==> config.mk <==
export PLATFORM = sky130hd
export DESIGN_NAME = vmi_ctrl
export DESIGN_NICKNAME = d
export VERILOG_FILES = /design/src/logic/vmi_pkg.sv /design/src/logic/vmi_sync.sv /design/src/logic/vmi_timer.sv /design/src/logic/vmi_ctrl.sv
export SDC_FILE = /design/constraint.sdc
export NUM_CORES = 1
export LEC_CHECK = 0
export ABC_AREA = 1
export BUFFER_PORTS_ARGS = -buffer_cell sky130_fd_sc_hd__buf_2
export CORE_UTILIZATION = 55
export DETAILED_ROUTE_END_ITERATION = 12
export PLACE_DENSITY = 0.78
export SETUP_SLACK_MARGIN = 0.02
export SYNTH_ARGS = -nofsm -noshare
export SYNTH_HDL_FRONTEND = slang
export SYNTH_HIERARCHICAL = 1
export SYNTH_SLANG_ARGS = --single-unit
==> constraint.sdc <==
create_clock -name mclk -period 5.2 [get_ports mclk]
set_input_delay 0.26 -clock mclk [delete_from_list [all_inputs] [get_ports mclk]]
set_output_delay 0.26 -clock mclk [all_outputs]
set_load 0.02 [all_outputs]
==> src/logic/vmi_pkg.sv <==
// Purpose: shared constants and types of the monitor-2 arming controller
// Assumes: mclk at 20 MHz, registers reached over AXI4-Lite
// Notes:   offsets are byte addresses of 32-bit words
package vmi_pkg;
	// ------------------------------------------------------------
	// clock and timing
	// ------------------------------------------------------------
	localparam int MCLK_NS = 50;
	localparam int MCLK_HZ = 20_000_000;
	localparam int TMR_W   = 20;
	// ------------------------------------------------------------
	// register offsets
	// ------------------------------------------------------------
	localparam logic [7:0] OFS_CTRL  = 8'h00;
	localparam logic [7:0] OFS_CFG   = 8'h04;
	localparam logic [7:0] OFS_STAT  = 8'h08;
	localparam logic [7:0] OFS_ISTAT = 8'h0c;
	localparam logic [7:0] OFS_IMASK = 8'h10;
	// ------------------------------------------------------------
	// field positions
	// ------------------------------------------------------------
	localparam int CTRL_ARM    = 0;
	localparam int CTRL_DISARM = 1;
	localparam int CTRL_NOFILT = 2;
	localparam int CTRL_USEF   = 3;
	localparam int EV_ARMED    = 0;
	localparam int EV_DISARMED = 1;
	localparam int EV_DETECT   = 2;
	localparam int EV_REFUSED  = 3;
	localparam int EV_W        = 4;
	// ------------------------------------------------------------
	// reset values
	// ------------------------------------------------------------
	localparam logic [3:0]  RST_CTRL = 4'h0;
	localparam logic [8:0]  RST_CFG  = 9'h000;
	localparam logic [EV_W-1:0] RST_EV = 4'h0;
	localparam logic [1:0]  RESP_OK  = 2'b00;
	localparam logic [1:0]  RESP_ERR = 2'b10;
	// ------------------------------------------------------------
	// device-facing bundles
	// ------------------------------------------------------------
	typedef struct packed {
		logic [3:0] threshold;
		logic       circuit_en;
		logic [1:0] filter_clk_sel;
		logic       filter_off;
		logic       irq_or_reset_sel;
		logic [1:0] irq_timing_sel;
		logic       irq_type_sel;
		logic       flag_clr;
		logic       irq_reset_en;
		logic       cmp_out_en;
	} vmi_mon2_type;
	typedef struct packed {
		logic circuit_en;
		logic irq_reset_en;
		logic cmp_out_en;
	} vmi_mon1_type;
	// filter off, interrupt mode, everything else cleared
	localparam vmi_mon2_type RST_MON2 = '{4'h0, 1'b0, 2'b00, 1'b1,
		1'b0, 2'b00, 1'b0, 1'b0, 1'b0, 1'b0};
endpackage

==> src/logic/vmi_sync.sv <==
// Purpose: two-flop synchroniser for device pins
// Assumes: inputs are levels that stay put for several mclk cycles
// Notes:   first stage is read by the second stage only
`timescale 1ns/10ps
module vmi_sync #(
	parameter int W = 2
) (
	// clock and reset
	input  wire logic         mclk,
	input  wire logic         nrst,
	// levels
	input  wire logic [W-1:0] din,
	output logic      [W-1:0] dout
);
	logic [W-1:0] meta_q;

	// ------------------------------------------------------------
	// two stages
	// ------------------------------------------------------------
	always_ff @(posedge mclk or negedge nrst) begin
		if (!nrst) begin
			meta_q <= '0;
			dout   <= '0;
		end else begin
			meta_q <= din;
			dout   <= meta_q;
		end
	end
endmodule

==> src/logic/vmi_timer.sv <==
// Purpose: down counter for the settle and filter waits
// Assumes: load is a one-cycle pulse, value at least one
// Notes:   done pulses once, at least val edges after load
`timescale 1ns/10ps
module vmi_timer
	import vmi_pkg::*;
(
	// clock and reset
	input  wire logic             mclk,
	input  wire logic             nrst,
	// control
	input  wire logic             load,
	input  wire logic [TMR_W-1:0] val,
	output logic                  done
);
	logic [TMR_W-1:0] cnt_q;

	// ------------------------------------------------------------
	// count down, pulse when the last cycle passes
	// ------------------------------------------------------------
	always_ff @(posedge mclk or negedge nrst) begin
		if (!nrst) begin
			cnt_q <= '0;
			done  <= 1'b0;
		end else begin
			done <= (cnt_q == TMR_W'(1)) && !load;
			if (load) begin
				cnt_q <= val;
			end else if (cnt_q != '0) begin
				cnt_q <= cnt_q - TMR_W'(1);
			end
		end
	end
endmodule

==> src/logic/vmi_ctrl.sv <==
// Purpose: arms and disarms supply monitor 2 as an interrupt source
// Assumes: device pins are static levels sampled by the device
// Notes:   software orders via AXI4-Lite; one step per mclk cycle
// What this block does
// - write the threshold first; filterless variant uses two bits
// - filtered variant: circuit enable set second, before filter setup
// - wait the monitor settle time after circuit enable
// - filter in use: pick sampling clock after the settle wait
// - filter on by clearing filter-off after clock choice
// - after filter on, wait at least 2n+3 low-speed osc cycles
// - clear irq-or-reset select so detection raises an interrupt
// - choose interrupt timing field and interrupt type bit
// - clear the detection flag before enabling interrupts
// - after flag clear, set the irq/reset enable
// - filtered variant: comparison output enable comes last
// - filterless order: mode, circuit, wait, cmp out, clear, enable
// - filterless: monitor-1 enables off before other changes
// - disarm of filtered variant sets filter-off when filter used
`timescale 1ns/10ps
module vmi_ctrl
	import vmi_pkg::*;
#(
	parameter int SETTLE_NS = 300_000,
	parameter int LOW_SPEED_OSC_HZ   = 250_000
) (
	// clock and reset
	input  wire logic              mclk,
	input  wire logic              nrst,
	// axi4-lite write
	input  wire logic [7:0]        s_awaddr,
	input  wire logic              s_awvalid,
	output logic                   s_awready,
	input  wire logic [31:0]       s_wdata,
	input  wire logic [3:0]        s_wstrb,
	input  wire logic              s_wvalid,
	output logic                   s_wready,
	output logic [1:0]             s_bresp,
	output logic                   s_bvalid,
	input  wire logic              s_bready,
	// axi4-lite read
	input  wire logic [7:0]        s_araddr,
	input  wire logic              s_arvalid,
	output logic                   s_arready,
	output logic [31:0]            s_rdata,
	output logic [1:0]             s_rresp,
	output logic                   s_rvalid,
	input  wire logic              s_rready,
	// device pins
	output vmi_pkg::vmi_mon2_type  mon2_q,
	output vmi_pkg::vmi_mon1_type  mon1_q,
	input  wire logic              mon2_detect_flag,
	input  wire logic              mon2_irq_req,
	// interrupt
	output logic                   irq_q
);
	import vmi_pkg::*;

	localparam int SETTLE_CYC = (SETTLE_NS + MCLK_NS - 1) / MCLK_NS;

	typedef enum logic [4:0] {
		ST_IDLE, ST_M1OFF, ST_LEVEL, ST_CIRC, ST_SETTLE, ST_FSAMP,
		ST_FON, ST_FWAIT, ST_MODE, ST_TIMING, ST_CLR, ST_IEN, ST_CMP,
		ST_DONE, ST_D_CMP, ST_D_IEN, ST_D_FOFF, ST_D_CIRC
	} vmi_state_type;

	vmi_state_type    st_q;
	vmi_state_type    st_d;
	logic [3:0]       ctrl_q;
	logic [8:0]       cfg_q;
	logic [EV_W-1:0]  ev_q;
	logic [EV_W-1:0]  mask_q;
	logic [EV_W-1:0]  ev_set;
	logic             nofilt_q;
	logic             usef_q;
	logic             armed_q;
	logic             aw_have_q;
	logic             w_have_q;
	logic [7:0]       aw_addr_q;
	logic [31:0]      w_data_q;
	logic [3:0]       w_strb_q;
	logic             wr_go;
	logic             tmr_load;
	logic [TMR_W-1:0] tmr_val;
	logic             tmr_done;
	logic [1:0]       pins_s;
	logic             req_prev_q;

	// filter wait in mclk cycles: 2n+3 osc cycles, n = 2 << sel
	function automatic logic [TMR_W-1:0] fwait(input logic [1:0] s);
		int n;
		n = 2 << s;
		return TMR_W'(((2 * n + 3) * MCLK_HZ + LOW_SPEED_OSC_HZ - 1) / LOW_SPEED_OSC_HZ);
	endfunction

	// ------------------------------------------------------------
	// pin synchronisers and wait timer
	// ------------------------------------------------------------
	vmi_sync #(.W(2)) u_sync (
		.mclk (mclk),
		.nrst (nrst),
		.din  ({mon2_irq_req, mon2_detect_flag}),
		.dout (pins_s)
	);

	vmi_timer u_tmr (
		.mclk (mclk),
		.nrst (nrst),
		.load (tmr_load),
		.val  (tmr_val),
		.done (tmr_done)
	);

	// ------------------------------------------------------------
	// axi4-lite write channel
	// ------------------------------------------------------------
	assign wr_go = aw_have_q && w_have_q && !s_bvalid;

	// address and data taken in either order, response after both
	always_ff @(posedge mclk or negedge nrst) begin
		if (!nrst) begin
			aw_have_q <= 1'b0;
			w_have_q  <= 1'b0;
			s_awready <= 1'b1;
			s_wready  <= 1'b1;
			s_bvalid  <= 1'b0;
			s_bresp   <= RESP_OK;
			aw_addr_q <= '0;
			w_data_q  <= '0;
			w_strb_q  <= '0;
		end else begin
			if (s_awvalid && s_awready) begin
				aw_have_q <= 1'b1;
				s_awready <= 1'b0;
				aw_addr_q <= s_awaddr;
			end
			if (s_wvalid && s_wready) begin
				w_have_q <= 1'b1;
				s_wready <= 1'b0;
				w_data_q <= s_wdata;
				w_strb_q <= s_wstrb;
			end
			if (wr_go) begin
				aw_have_q <= 1'b0;
				w_have_q  <= 1'b0;
				s_bvalid  <= 1'b1;
				s_bresp   <= (aw_addr_q <= OFS_IMASK &&
					aw_addr_q[1:0] == 2'b00) ? RESP_OK : RESP_ERR;
			end
			if (s_bvalid && s_bready) begin
				s_bvalid  <= 1'b0;
				s_awready <= 1'b1;
				s_wready  <= 1'b1;
			end
		end
	end

	// ------------------------------------------------------------
	// software registers; control bits are low byte only
	// ------------------------------------------------------------
	always_ff @(posedge mclk or negedge nrst) begin
		if (!nrst) begin
			ctrl_q <= RST_CTRL;
			cfg_q  <= RST_CFG;
			mask_q <= RST_EV;
		end else begin
			ctrl_q[CTRL_ARM]    <= 1'b0;
			ctrl_q[CTRL_DISARM] <= 1'b0;
			if (wr_go && w_strb_q[0]) begin
				unique case (aw_addr_q)
					OFS_CTRL:  ctrl_q <= w_data_q[3:0];
					OFS_IMASK: mask_q <= w_data_q[EV_W-1:0];
					default: ;
				endcase
				// config is frozen during a sequence so steps agree
				if (aw_addr_q == OFS_CFG && st_q == ST_IDLE) begin
					cfg_q[7:0] <= w_data_q[7:0];
				end
			end
			if (wr_go && w_strb_q[1] && aw_addr_q == OFS_CFG &&
				st_q == ST_IDLE) begin
				cfg_q[8] <= w_data_q[8];
			end
		end
	end

	// ------------------------------------------------------------
	// read channel, one cycle after the address is taken
	// ------------------------------------------------------------
	always_ff @(posedge mclk or negedge nrst) begin
		if (!nrst) begin
			s_arready <= 1'b1;
			s_rvalid  <= 1'b0;
			s_rdata   <= '0;
			s_rresp   <= RESP_OK;
		end else begin
			if (s_arvalid && s_arready) begin
				s_arready <= 1'b0;
				s_rvalid  <= 1'b1;
				s_rresp   <= RESP_OK;
				unique case (s_araddr)
					OFS_CTRL:  s_rdata <= {28'h0, ctrl_q};
					OFS_CFG:   s_rdata <= {23'h0, cfg_q};
					OFS_STAT:  s_rdata <= {23'h0, 5'(st_q),
						pins_s, armed_q, st_q != ST_IDLE};
					OFS_ISTAT: s_rdata <= {28'h0, ev_q};
					OFS_IMASK: s_rdata <= {28'h0, mask_q};
					default: begin
						s_rdata <= '0;
						s_rresp <= RESP_ERR;
					end
				endcase
			end
			if (s_rvalid && s_rready) begin
				s_rvalid  <= 1'b0;
				s_arready <= 1'b1;
			end
		end
	end

	// ------------------------------------------------------------
	// sequencer next state
	// ------------------------------------------------------------
	always_comb begin
		st_d = st_q;
		unique case (st_q)
			ST_IDLE: begin
				if (ctrl_q[CTRL_ARM] && !armed_q) begin
					st_d = ctrl_q[CTRL_NOFILT] ? ST_M1OFF : ST_LEVEL;
				end else if (ctrl_q[CTRL_DISARM] && armed_q) begin
					st_d = ST_D_CMP;
				end
			end
			ST_M1OFF:  st_d = ST_LEVEL;
			ST_LEVEL:  st_d = nofilt_q ? ST_MODE : ST_CIRC;
			ST_CIRC:   st_d = ST_SETTLE;
			ST_SETTLE: begin
				if (tmr_done) begin
					st_d = nofilt_q ? ST_CMP :
						(usef_q ? ST_FSAMP : ST_MODE);
				end
			end
			ST_FSAMP:  st_d = ST_FON;
			ST_FON:    st_d = ST_FWAIT;
			ST_FWAIT:  st_d = tmr_done ? ST_MODE : ST_FWAIT;
			ST_MODE:   st_d = ST_TIMING;
			ST_TIMING: st_d = nofilt_q ? ST_CIRC : ST_CLR;
			ST_CLR:    st_d = ST_IEN;
			ST_IEN:    st_d = nofilt_q ? ST_DONE : ST_CMP;
			ST_CMP:    st_d = nofilt_q ? ST_CLR : ST_DONE;
			ST_DONE:   st_d = ST_IDLE;
			ST_D_CMP:  st_d = ST_D_IEN;
			ST_D_IEN:  st_d = (usef_q && !nofilt_q) ? ST_D_FOFF :
				ST_D_CIRC;
			ST_D_FOFF: st_d = ST_D_CIRC;
			ST_D_CIRC: st_d = ST_IDLE;
			default:   st_d = ST_IDLE;
		endcase
	end

	// waits are loaded as their state is entered
	assign tmr_load = (st_q == ST_CIRC) || (st_q == ST_FON);
	assign tmr_val  = (st_q == ST_CIRC) ? TMR_W'(SETTLE_CYC) :
		fwait(mon2_q.filter_clk_sel);

	// ------------------------------------------------------------
	// state, variant latch and armed flag
	// ------------------------------------------------------------
	always_ff @(posedge mclk or negedge nrst) begin
		if (!nrst) begin
			st_q     <= ST_IDLE;
			nofilt_q <= 1'b0;
			usef_q   <= 1'b0;
			armed_q  <= 1'b0;
		end else begin
			st_q <= st_d;
			if (st_q == ST_IDLE && ctrl_q[CTRL_ARM] && !armed_q) begin
				nofilt_q <= ctrl_q[CTRL_NOFILT];
				usef_q   <= ctrl_q[CTRL_USEF] && !ctrl_q[CTRL_NOFILT];
			end
			if (st_q == ST_DONE) begin
				armed_q <= 1'b1;
			end else if (st_q == ST_D_CIRC) begin
				armed_q <= 1'b0;
			end
		end
	end

	// ------------------------------------------------------------
	// device pin drive, one documented step per state
	// ------------------------------------------------------------
	always_ff @(posedge mclk or negedge nrst) begin
		if (!nrst) begin
			mon2_q <= RST_MON2;
			mon1_q <= '0;
		end else begin
			mon2_q.flag_clr <= 1'b0;
			unique case (st_d)
				ST_M1OFF: mon1_q <= '0;
				ST_LEVEL: begin
					// narrow variant has no upper level bits; only it comes
					// via M1OFF, nofilt_q is not yet latched when idle leaves
					mon2_q.threshold <= (st_q == ST_M1OFF) ?
						{2'b00, cfg_q[1:0]} : cfg_q[3:0];
				end
				ST_CIRC:  mon2_q.circuit_en <= 1'b1;
				ST_FSAMP: mon2_q.filter_clk_sel <= cfg_q[5:4];
				ST_FON:   mon2_q.filter_off <= 1'b0;
				ST_MODE:  mon2_q.irq_or_reset_sel <= 1'b0;
				ST_TIMING: begin
					mon2_q.irq_timing_sel <= cfg_q[7:6];
					mon2_q.irq_type_sel   <= cfg_q[8];
				end
				ST_CLR:    mon2_q.flag_clr <= 1'b1;
				ST_IEN:    mon2_q.irq_reset_en <= 1'b1;
				ST_CMP:    mon2_q.cmp_out_en <= 1'b1;
				ST_D_CMP:  mon2_q.cmp_out_en <= 1'b0;
				ST_D_IEN:  mon2_q.irq_reset_en <= 1'b0;
				ST_D_FOFF: mon2_q.filter_off <= 1'b1;
				ST_D_CIRC: mon2_q.circuit_en <= 1'b0;
				default: ;
			endcase
		end
	end

	// ------------------------------------------------------------
	// sticky events, write one to clear; a new event wins
	// ------------------------------------------------------------
	always_comb begin
		ev_set = '0;
		ev_set[EV_ARMED]    = st_q == ST_DONE;
		ev_set[EV_DISARMED] = st_q == ST_D_CIRC;
		// request only exists when enabled in interrupt mode
		ev_set[EV_DETECT]   = pins_s[1] && !req_prev_q;
		ev_set[EV_REFUSED]  = (ctrl_q[CTRL_ARM] && (armed_q ||
			st_q != ST_IDLE)) || (ctrl_q[CTRL_DISARM] && !armed_q);
	end

	always_ff @(posedge mclk or negedge nrst) begin
		if (!nrst) begin
			ev_q       <= RST_EV;
			req_prev_q <= 1'b0;
			irq_q      <= 1'b0;
		end else begin
			req_prev_q <= pins_s[1];
			if (wr_go && w_strb_q[0] && aw_addr_q == OFS_ISTAT) begin
				ev_q <= (ev_q & ~w_data_q[EV_W-1:0]) | ev_set;
			end else begin
				ev_q <= ev_q | ev_set;
			end
			irq_q <= |(ev_q & mask_q);
		end
	end

	// ------------------------------------------------------------
	// checks
	// ------------------------------------------------------------
	logic [TMR_W-1:0] since_en_q;
	logic [TMR_W-1:0] since_fon_q;

	always_ff @(posedge mclk or negedge nrst) begin
		if (!nrst) begin
			since_en_q  <= '0;
			since_fon_q <= '0;
		end else begin
			since_en_q  <= !mon2_q.circuit_en ? '0 :
				since_en_q + TMR_W'(!(&since_en_q));
			since_fon_q <= mon2_q.filter_off ? '0 :
				since_fon_q + TMR_W'(!(&since_fon_q));
		end
	end
endmodule

== Word level (Yosys, flattened, before mapping) ==
Cells that the tools add are included.

* Bits in registers: 132
* Logic and storage cells: 188

* Add/sub/neg operators: 4
* $mul: 1
* Divide/modulo/power cells: 1
* $lt $le $gt $ge: 1
* Eq/ne operators: 37
* Shifts and indexed selects: 1
* Mux-type cells: 44
* Bitwise logic cells: 5
* Reductions and logical operators: 56

{| class="wikitable"
|+ Operators with widths
! operator !! count
|-
| 5-bit case mux with 16 select lines || 1
|-
| 5-bit by 4-bit == test with 1-bit output (second input constant) || 14
|-
| 20-bit two-way mux || 3
|-
| 9-bit case mux with 5 select lines || 1
|-
| 32-bit by 19-bit adder with 32-bit output (second input constant) || 1
|-
| 32-bit by 3-bit adder with 32-bit output (second input constant) || 1
|-
| 32-bit by 19-bit divider with 32-bit output (second input constant) || 1
|-
| 32-bit by 18-bit multiplier with 24-bit output (second input constant) || 1
|-
| 32-bit by 2-bit subtractor with 32-bit output (second input constant) || 1
|-
| 2-bit by 2-bit left shift with 31-bit output (first input constant) || 1
|-
| 5-bit by 3-bit == test with 1-bit output (second input constant) || 6
|-
| 4-bit two-way mux || 7
|-
| 8-bit by 4-bit == test with 1-bit output (second input constant) || 3
|-
| 1-bit logical AND || 24
|-
| 2-bit nonzero test || 12
|-
| 20-bit by 1-bit == test with 1-bit output (second input constant) || 1
|-
| 5-bit by 2-bit == test with 1-bit output (second input constant) || 4
|-
| 5-bit == test (second input constant) || 4
|-
| 20-bit nonzero test || 1
|-
| 20-bit by 1-bit subtractor with 20-bit output (second input constant) || 1
|-
| 1-bit two-way mux || 19
|-
| 8-bit by 3-bit == test with 1-bit output (second input constant) || 2
|-
| 8-bit by 5-bit == test with 1-bit output (second input constant) || 2
|-
| 8-bit logical NOT || 2
|-
| 17 further kinds || 37
|}

== Longest topological paths before layout ==
Gate-level depths: netlist (run 1).

* Word-level depth: 8
* Gate-level depth with buffers: 33

== Hierarchy ==
The synthesis (run 1) kept the hierarchy.

{| class="wikitable"
|+ Modules (own cells, without submodules)
! module !! instances !! cells each !! area each (um^2)
|-
| vmi_ctrl || 1 || 773 || 5754.3
|-
| vmi_timer || 1 || 220 || 1495.2
|-
| vmi_sync || 1 || 4 || 100.1
|}

== Worst setup path after synthesis (run 1) ==
Ideal clock, no wire load.

* Path type: reg2reg
* From: register mon2_q[8] in the netlist's numbering
* To: register u_tmr.cnt_q[4]
* Arrival: 4.639 ns
* Data required time: 5.080 ns
* Path slack: 0.441 ns
* Cell stages (with the launch flop): 31
* Path through: dfrtp_1 > inv_1 > ha_1 > ha_1 > nand2_1 > nand2_1 > ha_1 > ha_1 > ha_1 > a21o_1 > ha_1 > a21oi_1 > nor2_1 > o21a_1 > nand2_1 > nand3_1 > nor2_1 > nand3_2 > nand2_2 > clkinv_1 > nand2_4 > nand4_1 > nand2_1 > a21oi_1 > ha_1 > inv_1 > nor2_1 > o21ai_0 > o211ai_1 > o21ai_0 > nor2_1

* Word-level cells in the longest chain between the ends: 8

{| class="wikitable"
|+ Ends and longest elaborated chain
! element !! line !! source
|-
| from (decl) || vmi_ctrl.sv:49 || <nowiki>output vmi_pkg::vmi_mon2_type mon2_q,</nowiki>
|-
| 2-bit by 2-bit left shift with 31-bit output || vmi_ctrl.sv:91 || <nowiki>n = 2 << s;</nowiki>
|-
| 32-bit by 3-bit adder with 32-bit output || vmi_ctrl.sv:92 || <nowiki>return TMR_W'(((2 * n + 3) * MCLK_HZ + LOW_SPEED_OSC_HZ - 1) / LOW_SPEED_OSC_HZ);</nowiki>
|-
| 32-bit by 18-bit multiplier with 24-bit output || vmi_ctrl.sv:92 ||
|-
| 32-bit by 19-bit adder with 32-bit output || vmi_ctrl.sv:92 ||
|-
| 32-bit by 2-bit subtractor with 32-bit output || vmi_ctrl.sv:92 ||
|-
| 32-bit by 19-bit divider with 32-bit output || vmi_ctrl.sv:92 ||
|-
| 20-bit two-way mux || vmi_ctrl.sv:262 || <nowiki>assign tmr_val = (st_q == ST_CIRC) ? TMR_W'(SETTLE_CYC) :</nowiki>
|-
| named net tmr_val[4] || vmi_ctrl.sv:83 || <nowiki>logic [TMR_W-1:0] tmr_val;</nowiki>
|-
| 20-bit two-way mux || vmi_timer.sv:27 || <nowiki>if (load) begin</nowiki>
|-
| to (signal assigned) || vmi_timer.sv:28 || <nowiki>cnt_q <= val;</nowiki>
|-
| to (signal assigned) || vmi_timer.sv:30 || <nowiki>cnt_q <= cnt_q - TMR_W'(1);</nowiki>
|-
| to (decl) || vmi_timer.sv:16 || <nowiki>logic [TMR_W-1:0] cnt_q;</nowiki>
|}

The timed path passes the listed nets, and every way through them passes these cells.
A chain may end at the register's enable or synchronous reset.

== Worst setup path after layout (run 1) ==
Same ends and word-level chain as after synthesis.

==> flow_summary.yaml, run 1 <==
run_status:
  outcome: "finished clean"
place:
  detailedPlace.worstSlack_ns: 0.321
  placed_cell_area_um2: 7760
  dp_hpwl_mm: 12.6
  placed_cells: 1228
  globalplace.congestion: 0.937
  numPortBuffers: 66
detailed_routing:
  ant_nets: 0
  route.vias.total: 6629
  drt_wl_total_mm: 16.8
  drt-initial-drc-count: 466
  viasPerCell: 5.31
  drt-pass1-iter-count: 5
  wire_per_inst_um: 13.5
  drcViolationCount: 0
sta:
  setup_ws_ns: 0.378
  setup_tns_ns: 0
  max_slew.worst_pin.slew_ns: 0.968
  finalHoldViolations: 0
  period_share_pct: 92.7
  fmax_mhz: 207
  slew-limit-headroom_pct: 35.0
  period_needed_ns: 4.82
  whs_ns: 0.0650
  fin_skew_ns: 0.0118
  rsz0062_at_grt: "no"
  report.final.slew_viol_count: 0
  setup_viol: 0
power_and_ir_drop:
  report.power.total_mw: 5.02
  cellLeakagePower_nw: 4.24
  power.internal_mw: 2.45
  share_comb_of_total_power_pct: 60.6
  power.share.switching_pct: 51.2
  pwr-share-clk_pct: 13.8
  seqPwrFrac_pct: 25.6
  peakVddDrop_mv: 0.265
  switchingPower_mw: 2.57
  cellPowerDensity_nw_per_um2: 618
setup_path:
  crit_top_cell: "ha_1"
  cp-end-kind: "flop"
  cp_max_fo: 5
  critPathArrivalTime_ns: 5.06
  cp_slowest_stage_delay_ns: 0.48
  critPathSlowestCell: "fa_1"
  cp.required_ns: 5.44
  cp-start-kind: "flop"
  crit_type: "reg2reg"
yosys:
  synthFlopType: "dfrtp_1"
  synth_compound_area_share_pct: 11.4
  synth_cells: 997
  synth_warnings: 6
  synthArstFlopShare_pct: 100
  yosysUniqueCellTypes: 57
  synth-xor-area-share_pct: 1.17
  synth_edf_count: 0
  synth_area_per_cell_um2: 7.37
  ys_seq_area_share_pct: 36.5
  synth-simple-area-share_pct: 31.5
  syn_area_um2: 7350
  synth_top_family_by_area: "simple AND/OR/NAND/NOR gates"
  ys_ff_latch: 107
  synth_adder_area_share_pct: 6.91
  synth_mux_area_share_pct: 0.902
floorplanning:
  num_rows: 41
  dieArea_um2: 13800
  ios: 121
  die_y_um: 118
  floorplan.initialDensity_pct: 57.3
  dieWidth_um: 118
  fp.coreArea_um2: 12800
clock_tree:
  cts.reportedPaths.clkPinSlew_ns: 0.08
  clock_insertion_delay_worst_skew_ns: 0.35
  cts_sinks: 107
  cts_buffers: 9
  ctsLongestPathBuffers: 2
  cts-root-buf: "clkbuf_16"
  cts_tree: "built"
  htree_levels: 3
global_route:
  grt_max_degree: 59
  grt_pass1_wl_mm: 28.4
  grt_pass1_vias: 6097
  grt_overflow: 0
  gr-usage-all-layers_pct: 24.9
  grt_antenna_before_repair: 0
finish:
  nFillCells: 1166
  antenna_cells: 0
  final_cells: 1249
  nets: 1173
  drive_gt1_share_pct: 16.8
  syn2layout_area_growth_pct: 10.7
  stdcell_area_um2: 8130
  utilization_pct: 63.4
hold_path:
  hold_path.class: "in2reg"
job:
  cap_violations: 0
-- synth_stat cells (4+ instances only) --
cell type / count / share of area (%)
nor2_2: 10 / 0.85
or2_2: 9 / 0.77
mux2_2: 5 / 0.77
clkbuf_1: 8 / 0.41
o21ai_2: 5 / 0.60
nand3b_1: 5 / 0.51
a21oi_1: 26 / 1.8
buf_6: 4 / 0.61
a31oi_1: 4 / 0.34
nor3_1: 18 / 1.2
nor2_1: 104 / 5.3
buf_4: 31 / 3.2
xor2_1: 8 / 0.95
nand3_2: 6 / 0.82
ha_1: 39 / 6.6
nand4_1: 17 / 1.4
inv_2: 12 / 0.61
nand2_2: 14 / 1.2
o21ai_0: 81 / 5.5
nand2_1: 239 / 12
nor2_4: 5 / 0.77
inv_1: 126 / 6.4
dfstp_2: 4 / 1.4
nand3_1: 66 / 4.5
dfrtp_1: 103 / 35
-- cell families (layout without fill, tap and decap cells) --
| kind of cell | Yosys count | in the layout |
|---|---|---|
| DFF | 107 | 107 |
| adders and majority gates | 40 | 40 |
| and+or+nand+nor | 504 | 504 |
| muxes | 6 | 6 |
| AOI/OAI and AO/OA | 144 | 144 |
| buffers and inverters | 186 | 238 |
| xor gates and xnor gates | 9 | 9 |
| other | 1 | 29 |
-- placed cells by master, fill, tap and decap left out, types with 14 or more instances in the layout --
cell type    n
nand3_1     66
nand2_2     14
nor3_1      17
nor2_1     103
dfrtp_1    101
conb_1      29
nand4_1     17
o21ai_0     81
a21oi_1     25
buf_2       65
nand2_1    239
ha_1        39
inv_1      126
-- critical path, delay by kind of cell, from the launching register on --
kind	cells	cell delay (ns)
and+or+nand+nor	13	1.04
adders and majority gates	7	1.96
buffers and inverters	5	0.44
AOI/OAI and AO/OA	6	0.83
DFF	1	0.44
-- per-layer routing --
metal  GRT usage (%)  share of wire, %  wire [um]  vias up
li1                -                 -          -     3307
met1            34.8                47       7910     3094
met2            40.2                47       7860      209
met3            4.12               5.2        870       19
met4            5.85               1.2        204        0
met5               0                 0          0        -
-- area by class of cell --
cell class,count,area [um^2],share of cell area [%]
well taps,172,215,2.65
multi-input cells,732,3940,48.4
flip-flops and latches,107,2690,33.0
clock inverters,7,92.6,1.14
repair buffers,80,445,5.48
clock buffers,9,225,2.77
inverters,142,536,6.58
-- state kept, by name, indices dropped and copies added, names as in the netlist, 2 cells and up --
name	flops
ev_q	4
cfg_q	9
u_sync/meta_q	2
w_strb_q	2
mask_q	4
s_rdata	9
aw_addr_q	8
u_sync/dout	2
mon2_q	14
w_data_q	9
ctrl_q	4
u_tmr/cnt_q	20
st_q	5
-- final timing paths --
path / startpoint / endpoint / slack (ns) / cells past startpoint
setup / recovery: mon2_q[8] / u_tmr/cnt_q[4] / 0.38 / 31
min in group asynchronous: nrst / u_tmr/cnt_q[8] / 0.50 / 2
hold reg to reg: u_sync/meta_q[0] / u_sync/dout[0] / 0.36 / 0
max in group asynchronous: nrst / w_data_q[8] / 3.61 / 3
hold / removal: s_arvalid / s_arready / 0.07 / 2
setup reg to reg: mon2_q[8] / u_tmr/cnt_q[4] / 0.38 / 31
-- power groups by stage --
stage                     clock (mW)  combinational (mW)  sequential (mW)
after floorplan                    0                2.32             1.30
after global placement             0                2.89             1.29
after detailed placement           0                2.97             1.29
after CTS                      0.707                2.99             1.28
after global routing           0.736                3.47             1.31
final                          0.693                3.05             1.29
-- timing repair --
action,in CTS,in global routing
resized for setup,0,5
endpoints found under the hold margin,9,0
hold buffers,3,0
setup buffers,0,2
endpoints found under the setup margin,0,3
No activity file was read; power rests on OpenSTA's default activity.
==> run 2: changes to the inputs <==
clock period = 4.5 ns   (was 5.2 ns; I/O delays follow)
==> flow_summary.yaml, run 2 (same netlist as run 1, synthesis figures left out) <==
run_status:
  outcome: "finished clean"
setup_path:
  crit_top_cell: "ha_4"
  cp_slowest_stage_delay_ns: 0.46
  cp-end-kind: "flop"
  rrSetupSlack_ns: 0.02
  cp-start-kind: "flop"
  critPathLaunch: "mon2_q[8]"
  r2r-start: "mon2_q[8]"
  crit_end: "u_tmr/cnt_q[4]"
  critPathArrivalTime_ns: 4.72
  crit_type: "reg2reg"
  cp.required_ns: 4.74
  cp_max_fo: 6
  rr_endpoint: "u_tmr/cnt_q[4]"
  critPathSlowestCell: "dfrtp_2"
  rr_worst_depth: 31
global_route:
  grt_overflow: 0
  grt_antenna_before_repair: 0
  grt_pass1_wl_mm: 28.9
  gr-usage-all-layers_pct: 25.4
  grt_pass1_vias: 6088
  grt_max_degree: 79
place:
  globalplace.congestion: 0.909
  placed_cell_area_um2: 7830
  placed_cells: 1237
  numPortBuffers: 66
  dp_hpwl_mm: 12.7
  detailedPlace.worstSlack_ns: -0.0507
sta:
  slew-limit-headroom_pct: 35.3
  setup_viol: 0
  period_needed_ns: 4.48
  rsz0062_at_grt: "yes"
  fmax_mhz: 223
  report.final.slew_viol_count: 0
  whs_ns: 0.0119
  setup_ws_ns: 0.0191
  max_slew.worst_pin.slew_ns: 0.970
  period_share_pct: 99.6
  finalHoldViolations: 0
  fin_skew_ns: 0.0132
detailed_routing:
  viasPerCell: 5.28
  drcViolationCount: 0
  drt_wl_total_mm: 17.1
  drt-pass1-iter-count: 8
  wire_per_inst_um: 13.6
  ant_nets: 0
  route.vias.total: 6658
  drt-initial-drc-count: 507
clock_tree:
  cts_tree: "built"
  cts_buffers: 9
  cts.reportedPaths.clkPinSlew_ns: 0.08
  ctsLongestPathBuffers: 2
  htree_levels: 3
  cts_sinks: 107
  cts-root-buf: "clkbuf_16"
  clock_insertion_delay_worst_skew_ns: 0.35
floorplanning:
  die_y_um: 118
  dieArea_um2: 13800
  floorplan.initialDensity_pct: 57.3
  ios: 121
  fp.coreArea_um2: 12800
  dieWidth_um: 118
  num_rows: 41
power_and_ir_drop:
  report.power.total_mw: 6.11
  cellPowerDensity_nw_per_um2: 729
  peakVddDrop_mv: 0.336
  cellLeakagePower_nw: 4.31
finish:
  drive_gt1_share_pct: 20.0
  largest_register_ffs: 20
  antenna_cells: 0
  final_common_cell: "nand2_1"
  stdcell_area_um2: 8380
  nets: 1186
  largest-register: "u_tmr/cnt_q"
  final_cells: 1262
  reg_top3: "u_tmr/cnt_q (20), mon2_q (14)"
  mostFrequentLayoutCells: "nand2_1, inv_1, dfrtp_1, nor2_1, o21ai_0"
  syn2layout_area_growth_pct: 14.0
hold_path:
  hold_path.class: "in2async"
job:
  cap_violations: 0
==> run 2: cell count changes in the layout (fill, tap and decap cells not counted), sizes merged <==
cell and delta:
buf +14, clkinv -2, clkinvlp -1, dlygate4sd3 -1, inv +3
==> run 2: cell type report <==
class                           instances  area (um^2)
Fill cell                            1098         4440
Multi-Input combinational cell        732         4070
Clock buffer                            9          225
Clock inverter                          7         88.8
Tap cell                              172          215
Sequential cell                       107         2690
Inverter                              142          548
Timing Repair Buffer                   93          544
==> run 2: timing repair <==
action | CTS | global route
setup buffers | 4 | 4
pin swaps | 4 | 23
gates resized for setup | 13 | 25
endpoints found under the setup margin | 3 | 8
hold endpoints to repair | 2 | 0
hold buffers | 2 | 0
==> run 2: how the worst min path moves through the flow <==
stage                                 from  depth (start not counted)               end  slack, ns
after detailed placement  mon2_detect_flag                          1  u_sync/meta_q[0]       0.33
final                                 nrst                          1    u_tmr/cnt_q[9]       0.01
after floorplan                       nrst                          0           armed_q      -0.07
after global routing              s_wvalid                          2          s_wready       0.06
after global placement    u_sync/meta_q[0]                          0    u_sync/dout[0]       0.33
after CTS                         s_wvalid                          2          s_wready       0.03
==> run 2: report_power, final <==
part | internal [mW] | switching (mW) | total [mW]
combinational | 1.35 | 2.45 | 3.81
clock | 0.404 | 0.403 | 0.807
sequential | 1.26 | 0.231 | 1.49
total | 3.02 | 3.09 | 6.11
==> run 2: critical path: cells and delay by family, from the launching register on <==
family / cells / cell delay, ns
flip-flops: 1 / 0.46
AO/OA/AOI/OAI: 7 / 0.99
AND/OR/NAND/NOR: 13 / 0.91
adder cells (fa/ha/maj): 7 / 1.70
buffers and inverters: 4 / 0.31
==> run 2: stage by stage <==
stage	TNS, ns	utilization, %
after detailed placement	-0.104	61.1
final	0	65.3
after CTS	0	64.4
after global placement	0	61.1
after floorplan	0	-
after global routing	-0.889	65.3
==> run 2: layer usage <==
layer  global-route usage (%)  vias up  wire length, um
met5                        0        -                0
met4                     6.17        0              247
met3                     4.36       27              926
met2                     40.6      208             7890
met1                     35.9     3089             8060
li1                         -     3334                -
